### src/hdl/sadc_params.svh
// constants for the serial converter link
`ifndef SADC_PARAMS_SVH
`define SADC_PARAMS_SVH
`define SADC_CLK_NS        10
`define SADC_CS_QUAL_NS    1425
`define SADC_CS_QUAL_CYC   ((`SADC_CS_QUAL_NS + `SADC_CLK_NS - 1) / `SADC_CLK_NS)
`define SADC_ABORT_NS      9000
`define SADC_ABORT_CYC     (`SADC_ABORT_NS / `SADC_CLK_NS)
`define SADC_CONV_NS       21000
`define SADC_CONV_CYC      (`SADC_CONV_NS / `SADC_CLK_NS)
`define SADC_ADDR_BITS     4
`define SADC_RES_BITS      10
`define SADC_XFER_CLKS     10
`define SADC_MAX_CLKS      16
`define SADC_TEST_A        4'hb
`define SADC_TEST_B        4'hc
`define SADC_TEST_C        4'hd
`define SADC_CODE_A        10'h200
`define SADC_CODE_B        10'h000
`define SADC_CODE_C        10'h3ff
`define SADC_SCLK_DIV      6
`define SADC_FIFO_DEPTH    8
`endif

### src/hdl/sadc_pkg.sv
// shared types for the serial converter link
package sadc_pkg;
   typedef logic [3:0] sadc_addr_t;
   typedef logic [9:0] sadc_res_t;
endpackage

### src/hdl/sadc_if.sv
// serial link between host and converter
`timescale 1ns/1ps
interface sadc_if;
   logic cs_n;       // chip select, active low
   logic sclk;       // transfer clock from host
   logic addr;       // channel address bit
   logic dout;       // data out value
   logic dout_oe;    // data out enable
   logic eoc;        // end of conversion
   modport dev  (input cs_n, sclk, addr, output dout, dout_oe, eoc);
   modport host (input dout, dout_oe, eoc, output cs_n, sclk, addr);
endinterface

### src/hdl/sadc_fifo.sv
// small valid/ready fifo
`timescale 1ns/1ps
module sadc_fifo #(
   parameter int W = 10,
   parameter int D = 8
) (
   input  wire logic         clk_i,      // clock
   input  wire logic         reset_n_i,  // async reset
   input  wire logic [W-1:0] in_data_i,  // write data
   input  wire logic         in_valid_i, // write valid
   output logic              in_ready_o, // not full
   output logic [W-1:0]      out_data_o, // head word
   output logic              out_valid_o,// not empty
   input  wire logic         out_ready_i // reader takes
);
   localparam int AW = $clog2(D);
   logic [W-1:0] mem [D];
   logic [AW:0]  wp;
   logic [AW:0]  rp;
   logic         wr;
   logic         rd;
   assign wr = in_valid_i && in_ready_o;
   assign rd = out_valid_o && out_ready_i;
   assign in_ready_o  = (wp - rp) != (AW+1)'(D);
   assign out_valid_o = wp != rp;
   assign out_data_o  = mem[rp[AW-1:0]];
   // pointer updates
   always_ff @(posedge clk_i or negedge reset_n_i) begin
      if (!reset_n_i) begin
         wp <= '0;
         rp <= '0;
      end else begin
         if (wr) wp <= wp + 1'b1;
         if (rd) rp <= rp + 1'b1;
      end
   end
   // storage
   always_ff @(posedge clk_i) begin
      if (wr) mem[wp[AW-1:0]] <= in_data_i;
   end
endmodule

### src/hdl/sadc_host.sv
// host end: drives select, clock, address; collects results
`timescale 1ns/1ps
`include "sadc_params.svh"
module sadc_host (
   input  wire logic         clk_i,      // system clock
   input  wire logic         reset_n_i,  // async reset
   sadc_if.host              lnk,        // serial link
   input  wire logic         start_i,    // begin one transfer
   input  wire sadc_pkg::sadc_addr_t chan_i, // next channel
   input  wire logic [4:0]   nclk_i,     // clocks per transfer 10..16
   input  wire logic         use_cs_i,   // frame with select
   output logic              busy_o,     // transfer running
   output sadc_pkg::sadc_res_t res_o,    // result word
   output logic              res_valid_o,// result available
   input  wire logic         res_ready_i // result taken
);
   import sadc_pkg::*;
   typedef enum {H_IDLE, H_SETUP, H_SHIFT, H_HOLD} sadc_hst_e;
   sadc_hst_e   st;
   logic [1:0]  eo_s;
   logic [1:0]  do_s;
   logic [11:0] cnt;
   logic [2:0]  div;
   logic [4:0]  n;
   logic [4:0]  nt;
   logic [15:0] sh;
   logic [9:0]  rx;
   logic        cs_n;
   logic        sclk;
   logic        fpush;
   logic        fpop;
   logic        fready;
   logic        fvalid;
   sadc_res_t   fdata;
   // sync device outputs
   always_ff @(posedge clk_i or negedge reset_n_i) begin
      if (!reset_n_i) begin
         eo_s <= 2'h0;
         do_s <= 2'h0;
      end else begin
         eo_s <= {eo_s[0], lnk.eoc};
         do_s <= {do_s[0], lnk.dout};
      end
   end
   always_ff @(posedge clk_i or negedge reset_n_i) begin
      if (!reset_n_i) begin
         st <= H_IDLE; cs_n <= 1'b1; sclk <= 1'b0; cnt <= '0; div <= '0;
         n <= '0; nt <= 5'h0a; sh <= '0; rx <= '0; fpush <= 1'b0;
      end else begin
         fpush <= 1'b0;
         unique case (st)
            H_IDLE: if (start_i && fready && eo_s[1]) begin
               st <= H_SETUP; cs_n <= 1'b0; cnt <= '0;
               nt <= (nclk_i < 5'h0a) ? 5'h0a : (nclk_i > 5'h10 ? 5'h10 : nclk_i);
               if (!use_cs_i && nclk_i > 5'h0a) nt <= 5'h10;
               sh <= {chan_i, 12'h000}; n <= '0; div <= '0; rx <= '0;
            end
            H_SETUP: begin
               cs_n <= 1'b0;
               cnt <= cnt + 12'h001;
               if (cnt >= 12'(`SADC_CS_QUAL_CYC + 4)) st <= H_SHIFT;
            end
            H_SHIFT: begin
               div <= (div == 3'(`SADC_SCLK_DIV - 1)) ? 3'h0 : div + 3'h1;
               if (div == 3'(`SADC_SCLK_DIV - 1)) begin
                  sclk <= !sclk;
                  // sample just before each fall; only ten result bits
                  if (sclk) begin
                     if (n < 5'h0a) rx <= {rx[8:0], do_s[1]};
                     sh <= {sh[14:0], 1'b0};
                     n  <= n + 5'h01;
                     if (n + 5'h01 == nt) begin
                        st <= H_HOLD; cnt <= '0; fpush <= 1'b1;
                     end
                  end
               end
            end
            H_HOLD: begin
               cnt <= cnt + 12'h001;
               if (use_cs_i) cs_n <= 1'b1;
               if (cnt >= 12'(`SADC_CS_QUAL_CYC + 4)) st <= H_IDLE;
            end
         endcase
      end
   end
   assign lnk.cs_n = cs_n;
   assign lnk.sclk = sclk;
   assign lnk.addr = sh[15];
   // result fifo, reader back-pressure stalls new transfers
   sadc_fifo #(.W(10), .D(`SADC_FIFO_DEPTH)) u_fifo (
      .clk_i      (clk_i),
      .reset_n_i  (reset_n_i),
      .in_data_i  (rx),
      .in_valid_i (fpush),
      .in_ready_o (fready),
      .out_data_o (fdata),
      .out_valid_o(fvalid),
      .out_ready_i(fpop)
   );
   // output stage refills when empty or being taken
   assign fpop = fvalid && (!res_valid_o || res_ready_i);
   // registered outputs
   always_ff @(posedge clk_i or negedge reset_n_i) begin
      if (!reset_n_i) begin
         busy_o <= 1'b0; res_o <= '0; res_valid_o <= 1'b0;
      end else begin
         busy_o <= st != H_IDLE;
         if (fpop) begin
            res_o <= fdata;
            res_valid_o <= 1'b1;
         end else if (res_ready_i) begin
            res_valid_o <= 1'b0;
         end
      end
   end
endmodule

### src/flat_wrapper.sv
// flat-port wrapper written by rule: the top's interface ports become plain ports
module sadc_host_flat import sadc_pkg::*;
  (clk_i, reset_n_i, start_i, chan_i, nclk_i, use_cs_i, busy_o, res_o, res_valid_o, res_ready_i, lnk_dout, lnk_dout_oe, lnk_eoc, lnk_cs_n, lnk_sclk, lnk_addr);
  sadc_if lnk_i ();
  input  wire logic clk_i;
  input  wire logic reset_n_i;
  input  wire logic start_i;
  input  wire sadc_pkg::sadc_addr_t chan_i;
  input  wire logic [4:0] nclk_i;
  input  wire logic use_cs_i;
  output logic busy_o;
  output sadc_pkg::sadc_res_t res_o;
  output logic res_valid_o;
  input  wire logic res_ready_i;
  input wire logic [$bits(lnk_i.dout)-1:0] lnk_dout;
  input wire logic [$bits(lnk_i.dout_oe)-1:0] lnk_dout_oe;
  input wire logic [$bits(lnk_i.eoc)-1:0] lnk_eoc;
  output wire logic [$bits(lnk_i.cs_n)-1:0] lnk_cs_n;
  output wire logic [$bits(lnk_i.sclk)-1:0] lnk_sclk;
  output wire logic [$bits(lnk_i.addr)-1:0] lnk_addr;
  assign lnk_i.dout = lnk_dout;
  assign lnk_i.dout_oe = lnk_dout_oe;
  assign lnk_i.eoc = lnk_eoc;
  assign lnk_cs_n = lnk_i.cs_n;
  assign lnk_sclk = lnk_i.sclk;
  assign lnk_addr = lnk_i.addr;
  sadc_host u_core (.clk_i(clk_i), .reset_n_i(reset_n_i), .lnk(lnk_i), .start_i(start_i), .chan_i(chan_i), .nclk_i(nclk_i), .use_cs_i(use_cs_i), .busy_o(busy_o), .res_o(res_o), .res_valid_o(res_valid_o), .res_ready_i(res_ready_i));
endmodule
### config.mk
export PLATFORM = sky130hd
export DESIGN_NAME = sadc_host_flat
export DESIGN_NICKNAME = d
export VERILOG_FILES = /design/src/hdl/sadc_pkg.sv /design/src/hdl/sadc_if.sv /design/src/hdl/sadc_fifo.sv /design/src/hdl/sadc_host.sv /design/src/flat_wrapper.sv
export VERILOG_INCLUDE_DIRS = /design/src /design/src/hdl
export SDC_FILE = /design/constraint.sdc
export NUM_CORES = 1
export LEC_CHECK = 0
export CAP_MARGIN = 5
export CELL_PAD_IN_SITES_DETAIL_PLACEMENT = 1
export CELL_PAD_IN_SITES_GLOBAL_PLACEMENT = 1
export CORE_MARGIN = 8
export CORE_UTILIZATION = 53
export CTS_CLUSTER_SIZE = 40
export DETAILED_ROUTE_END_ITERATION = 16
export DONT_BUFFER_PORTS = 1
export PLACE_DENSITY = 0.87
export RECOVER_POWER = 25
export SYNTH_ARGS = -nofsm -noshare
export SYNTH_HDL_FRONTEND = slang
export SYNTH_HIERARCHICAL = 1
export SYNTH_SLANG_ARGS = --single-unit
### constraint.sdc
create_clock -name clk_i -period 4.1 [get_ports clk_i]
set_clock_uncertainty 0.1 [all_clocks]
set_input_delay 0.41 -clock clk_i [delete_from_list [all_inputs] [get_ports clk_i]]
set_output_delay 0.41 -clock clk_i [all_outputs]
set_load 0.01 [all_outputs]
==> qor.json <==
{
  "status": {"value": "completed"},
  "post_dp_cell_area": {"value": 0.00691, "unit": "mm2"},
  "top_flip_flop_cell_by_instance_count_after_synthesis": {"value": "sky130_fd_sc_hd__edfxtp_1"},
  "drive_gt1_frac": {"value": 0.176},
  "actual_slew_at_the_worst_max_slew_pin": {"value": 1.21, "unit": "ns"},
  "setup_viol": {"value": 0},
  "routabilityCongestion": {"value": 0.799},
  "ff_latch_area": {"value": 0.00411, "unit": "mm2"},
  "io_buffers": {"value": 0},
  "maximum_vdd_drop": {"value": 0.390, "unit": "mV"},
  "grt.overflow.total": {"value": 0},
  "clock.fmax": {"value": 0.280, "unit": "GHz"},
  "core_region_area": {"value": 0.0125, "unit": "mm2"},
  "clockRootBuffer": {"value": "sky130_fd_sc_hd__clkbuf_16"},
  "synth_top_family_by_area": {"value": "simple AND/OR/NAND/NOR gates"},
  "fin_setup_tns": {"value": 0, "unit": "ns"},
  "cellLeakagePower": {"value": 2.99, "unit": "nW"},
  "effective_utilization_at_floorplan": {"value": 0.536},
  "hold_path_depth": {"value": 2},
  "detail-route-antenna-nets": {"value": 0},
  "fraction_of_synthesized_cell_area_in_xor_and_xnor_cells": {"value": 0.0242},
  "full_die_area": {"value": 0.0165, "unit": "mm2"},
  "antenna_found_initial": {"value": 0},
  "worst_path_max_delay_cell": {"value": "sky130_fd_sc_hd__dfrtp_1"},
  "vias_per_cell": {"value": 6.01},
  "num-fill-cells": {"value": 1252},
  "routed-via-count": {"value": 4238},
  "muxShareOfSynthArea": {"value": 0.0938},
  "diodes": {"value": 0},
  "io-pin-count": {"value": 32},
  "totalWireLength": {"value": 15600, "unit": "um"},
  "clk-insertion-delay-late": {"value": 0.42, "unit": "ns"},
  "critPathCaptureType": {"value": "register"},
  "detailedRoute.firstPassIterationCount": {"value": 4},
  "reg2reg_from": {"value": "u_core/u_fifo/rp[2]"},
  "synth-compound-area-share": {"value": 0.0869},
  "finish.instance_area": {"value": 0.00757, "unit": "mm2"},
  "synth.net_count": {"value": 536},
  "yosysUniqueCellTypes": {"value": 62},
  "grt_setup_unrepaired": {"value": "false"},
  "power.share.clock": {"value": 0.316},
  "cp-startpoint": {"value": "u_core/u_fifo/rp[2]"},
  "global_route.usage.total": {"value": 0.204},
  "dp.final_hpwl": {"value": 10200, "unit": "um"},
  "drt_drc_violations_left": {"value": 0},
  "synth.yosys.warnings": {"value": 6},
  "worst_r2r_path_depth": {"value": 10},
  "die_w": {"value": 129, "unit": "um"},
  "comb_power_share": {"value": 0.279},
  "power.density_cell_area": {"value": 665, "unit": "mW/mm2"},
  "worst_hold_path.endpoint": {"value": "u_core/sh[12]"},
  "total_power_consumption": {"value": 5.03, "unit": "mW"},
  "routed.top_layer": {"value": "met4"},
  "post_drt_wl_per_cell": {"value": 22.2, "unit": "um"},
  "hold_start": {"value": "chan_i[0]"},
  "met1_wire_length": {"value": 6150, "unit": "um"},
  "worst_path_most_repeated_cell": {"value": "sky130_fd_sc_hd__nand3_1"},
  "post_cts.resized_instances": {"value": 0},
  "p_int": {"value": 3.34, "unit": "mW"},
  "slew_viol_final": {"value": 0},
  "timing.max_cap.violations": {"value": 0},
  "ys_ff_latch": {"value": 148},
  "met2WireLength": {"value": 8480, "unit": "um"},
  "setup_slack_reg_to_reg": {"value": 0.53, "unit": "ns"},
  "critPathRequiredTime": {"value": 4.35, "unit": "ns"},
  "cts.path.max_buffers": {"value": 2},
  "num-nets-final": {"value": 549},
  "data_arrival_at_the_endpoint_of_the_critical_path": {"value": 3.82, "unit": "ns"},
  "synthAdderAreaFrac": {"value": 0.0224},
  "dr_wl_met3": {"value": 712, "unit": "um"},
  "clock_sinks": {"value": 148},
  "swShare": {"value": 0.336},
  "slew_headroom": {"value": 0.193},
  "pin_count_of_the_biggest_net_entering_global_routing": {"value": 69},
  "synth_seq_area_share": {"value": 0.612},
  "syn_avg_cell_area": {"value": 13.2, "unit": "um2"},
  "synth-simple-area-share": {"value": 0.138},
  "timing.final.crit_period": {"value": 3.57, "unit": "ns"},
  "synth_edf_count": {"value": 80},
  "hold_ws": {"value": 0.0418, "unit": "ns"},
  "die_h": {"value": 129, "unit": "um"},
  "crit_path_start_kind": {"value": "register"},
  "synthToLayoutAreaGrowth": {"value": 12.8, "unit": "%"},
  "worst_path_cell_chain": {"value": "inv_1, ha_1, nor4_2, o211ai_4, nand3_1, a21oi_2, buf_4, nor2_1, a222oi_1, nand3_1"},
  "rows": {"value": 41},
  "syn_area": {"value": 0.00671, "unit": "mm2"},
  "min_period_over_period": {"value": 0.872},
  "clk_pin_slew": {"value": 0.06, "unit": "ns"},
  "power_switching": {"value": 1.69, "unit": "mW"},
  "post_synth_inst_count": {"value": 507},
  "detail_route.iter0.violations": {"value": 274},
  "worstReg2RegEnd": {"value": "u_core/cnt[5]"},
  "cts_tree": {"value": "yes"},
  "grt_first_pass_wirelength": {"value": 25500, "unit": "um"},
  "postSynth.asyncResetShare": {"value": 0.459},
  "hp-class": {"value": "input pin to register"},
  "cts_inserted_buffers": {"value": 17},
  "max_stage_delay": {"value": 0.66, "unit": "ns"},
  "power.sequential.fraction": {"value": 0.405},
  "cts_max_level": {"value": 4},
  "timing_hold_violations_final": {"value": 0},
  "multiInputGateArea": {"value": 0.00246, "unit": "mm2"},
  "grt_pass1_vias": {"value": 4739},
  "worst_path_class_setup": {"value": "register to register"},
  "crit_path_max_fanout": {"value": 14}
}
final cells by class:
type                            count  share of cell area
Clock buffer                       19              0.0572
Clock inverter                     13              0.0217
Inverter                           11             0.00546
Multi-Input combinational cell    326               0.325
Sequential cell                   148               0.543
Tap cell                          172              0.0284
Timing Repair Buffer               16              0.0195
power by group through the flow:
stage | Sequential [mW] | Combinational [mW] | Clock [mW]
final | 2.04 | 1.41 | 1.59
after global routing | 2.07 | 1.54 | 1.68
after CTS | 2.04 | 1.41 | 1.62
after detailed placement | 2.06 | 1.36 | 0
after global placement | 2.03 | 1.25 | 0
after floorplan | 1.97 | 1.10 | 0
worst max-delay path, delay by kind of cell (launching register included):
| family | cells | cell delay (ns) |
|---|---|---|
| adder cells (fa/ha/maj) | 1 | 0.41 |
| buffers and inverters | 2 | 0.54 |
| AND/OR/NAND/NOR | 4 | 1.29 |
| AO/OA/AOI/OAI | 3 | 0.51 |
| flip-flops | 1 | 0.66 |
worst max path at each step:
stage                                    endpoint  slack, ns  depth (start not counted)
after floorplan           u_core/u_fifo/mem[0][0]       0.69                          8
after global placement              u_core/cnt[5]       0.71                         10
after detailed placement            u_core/cnt[5]       0.55                         10
after CTS                           u_core/cnt[5]       0.49                         10
after global routing                u_core/cnt[5]       0.23                         10
final                               u_core/cnt[5]       0.53                         10
cells by family (layout without fill, tap and decap cells):
family | count (synthesis) | after routing
buffers and inverters | 33 | 59
AO/OA/AOI/OAI | 77 | 77
multiplexers | 36 | 36
XOR/XNOR | 16 | 16
adder cells (fa/ha/maj) | 12 | 12
AND/OR/NAND/NOR | 185 | 185
flip-flops | 148 | 148
metal layers:
layer,vias to the layer above,GRT usage
li1,1929,-
met1,2173,0.233
met2,108,0.362
met3,28,0.0517
met4,0,0.0760
met5,-,0
synthesized netlist by cell type, types with 9 or more instances:
cell	instances	share of area
sky130_fd_sc_hd__nand3_1	25	0.019
sky130_fd_sc_hd__inv_1	11	0.0062
sky130_fd_sc_hd__ha_1	12	0.022
sky130_fd_sc_hd__clkbuf_1	11	0.0062
sky130_fd_sc_hd__and3_1	9	0.0084
sky130_fd_sc_hd__nor3_1	10	0.0075
sky130_fd_sc_hd__nor2b_1	13	0.012
sky130_fd_sc_hd__mux4_2	20	0.067
sky130_fd_sc_hd__o21ai_0	20	0.015
sky130_fd_sc_hd__a31o_2	9	0.012
sky130_fd_sc_hd__dfrtp_1	65	0.24
sky130_fd_sc_hd__edfxtp_1	80	0.36
sky130_fd_sc_hd__nand2_1	68	0.038
sky130_fd_sc_hd__mux2_2	10	0.017
sky130_fd_sc_hd__nor2_1	23	0.013
registers in the layout (all words and copies together), names as in the netlist:
register,flops
u_core/do_s,2
u_core/u_fifo/mem,80
u_core/res_valid_o,1
u_core/fpush,1
u_core/sh,4
u_core/busy_o,1
u_core/cnt,12
u_core/res_o,10
u_core/u_fifo/wp,4
u_core/n,5
u_core/lnk.sclk,1
u_core/st,2
u_core/eo_s,2
u_core/div,3
u_core/rx,10
u_core/u_fifo/rp,4
u_core/lnk.cs_n,1
u_core/nt,5
timing repair:
action,CTS,global route
hold buffers,4,0
buffers inserted,0,0
endpoints found under the hold margin,70,0
cells in the final DEF (no fill, tap or decap), types with 10 or more instances in the layout:
cell type,netlist,layout
sky130_fd_sc_hd__o21ai_0,20,20
sky130_fd_sc_hd__ha_1,12,12
sky130_fd_sc_hd__edfxtp_1,80,80
sky130_fd_sc_hd__mux4_2,20,20
sky130_fd_sc_hd__nand2_1,68,68
sky130_fd_sc_hd__dfrtp_1,65,65
sky130_fd_sc_hd__nor3_1,10,10
sky130_fd_sc_hd__inv_1,11,11
sky130_fd_sc_hd__buf_4,1,12
sky130_fd_sc_hd__nand3_1,25,25
sky130_fd_sc_hd__nor2_1,23,23
sky130_fd_sc_hd__nor2b_1,13,13
sky130_fd_sc_hd__mux2_2,10,10
sky130_fd_sc_hd__clkbuf_16,0,17
through the flow:
step                      setup WS, ns  instances   util
final                            0.525        705  0.604
after global routing             0.232        705  0.604
after CTS                        0.491        705  0.604
after detailed placement         0.546        669  0.552
after global placement           0.706        669  0.552
after floorplan                  0.693        507      -
Note: power is estimated with default switching activity, not from simulation.
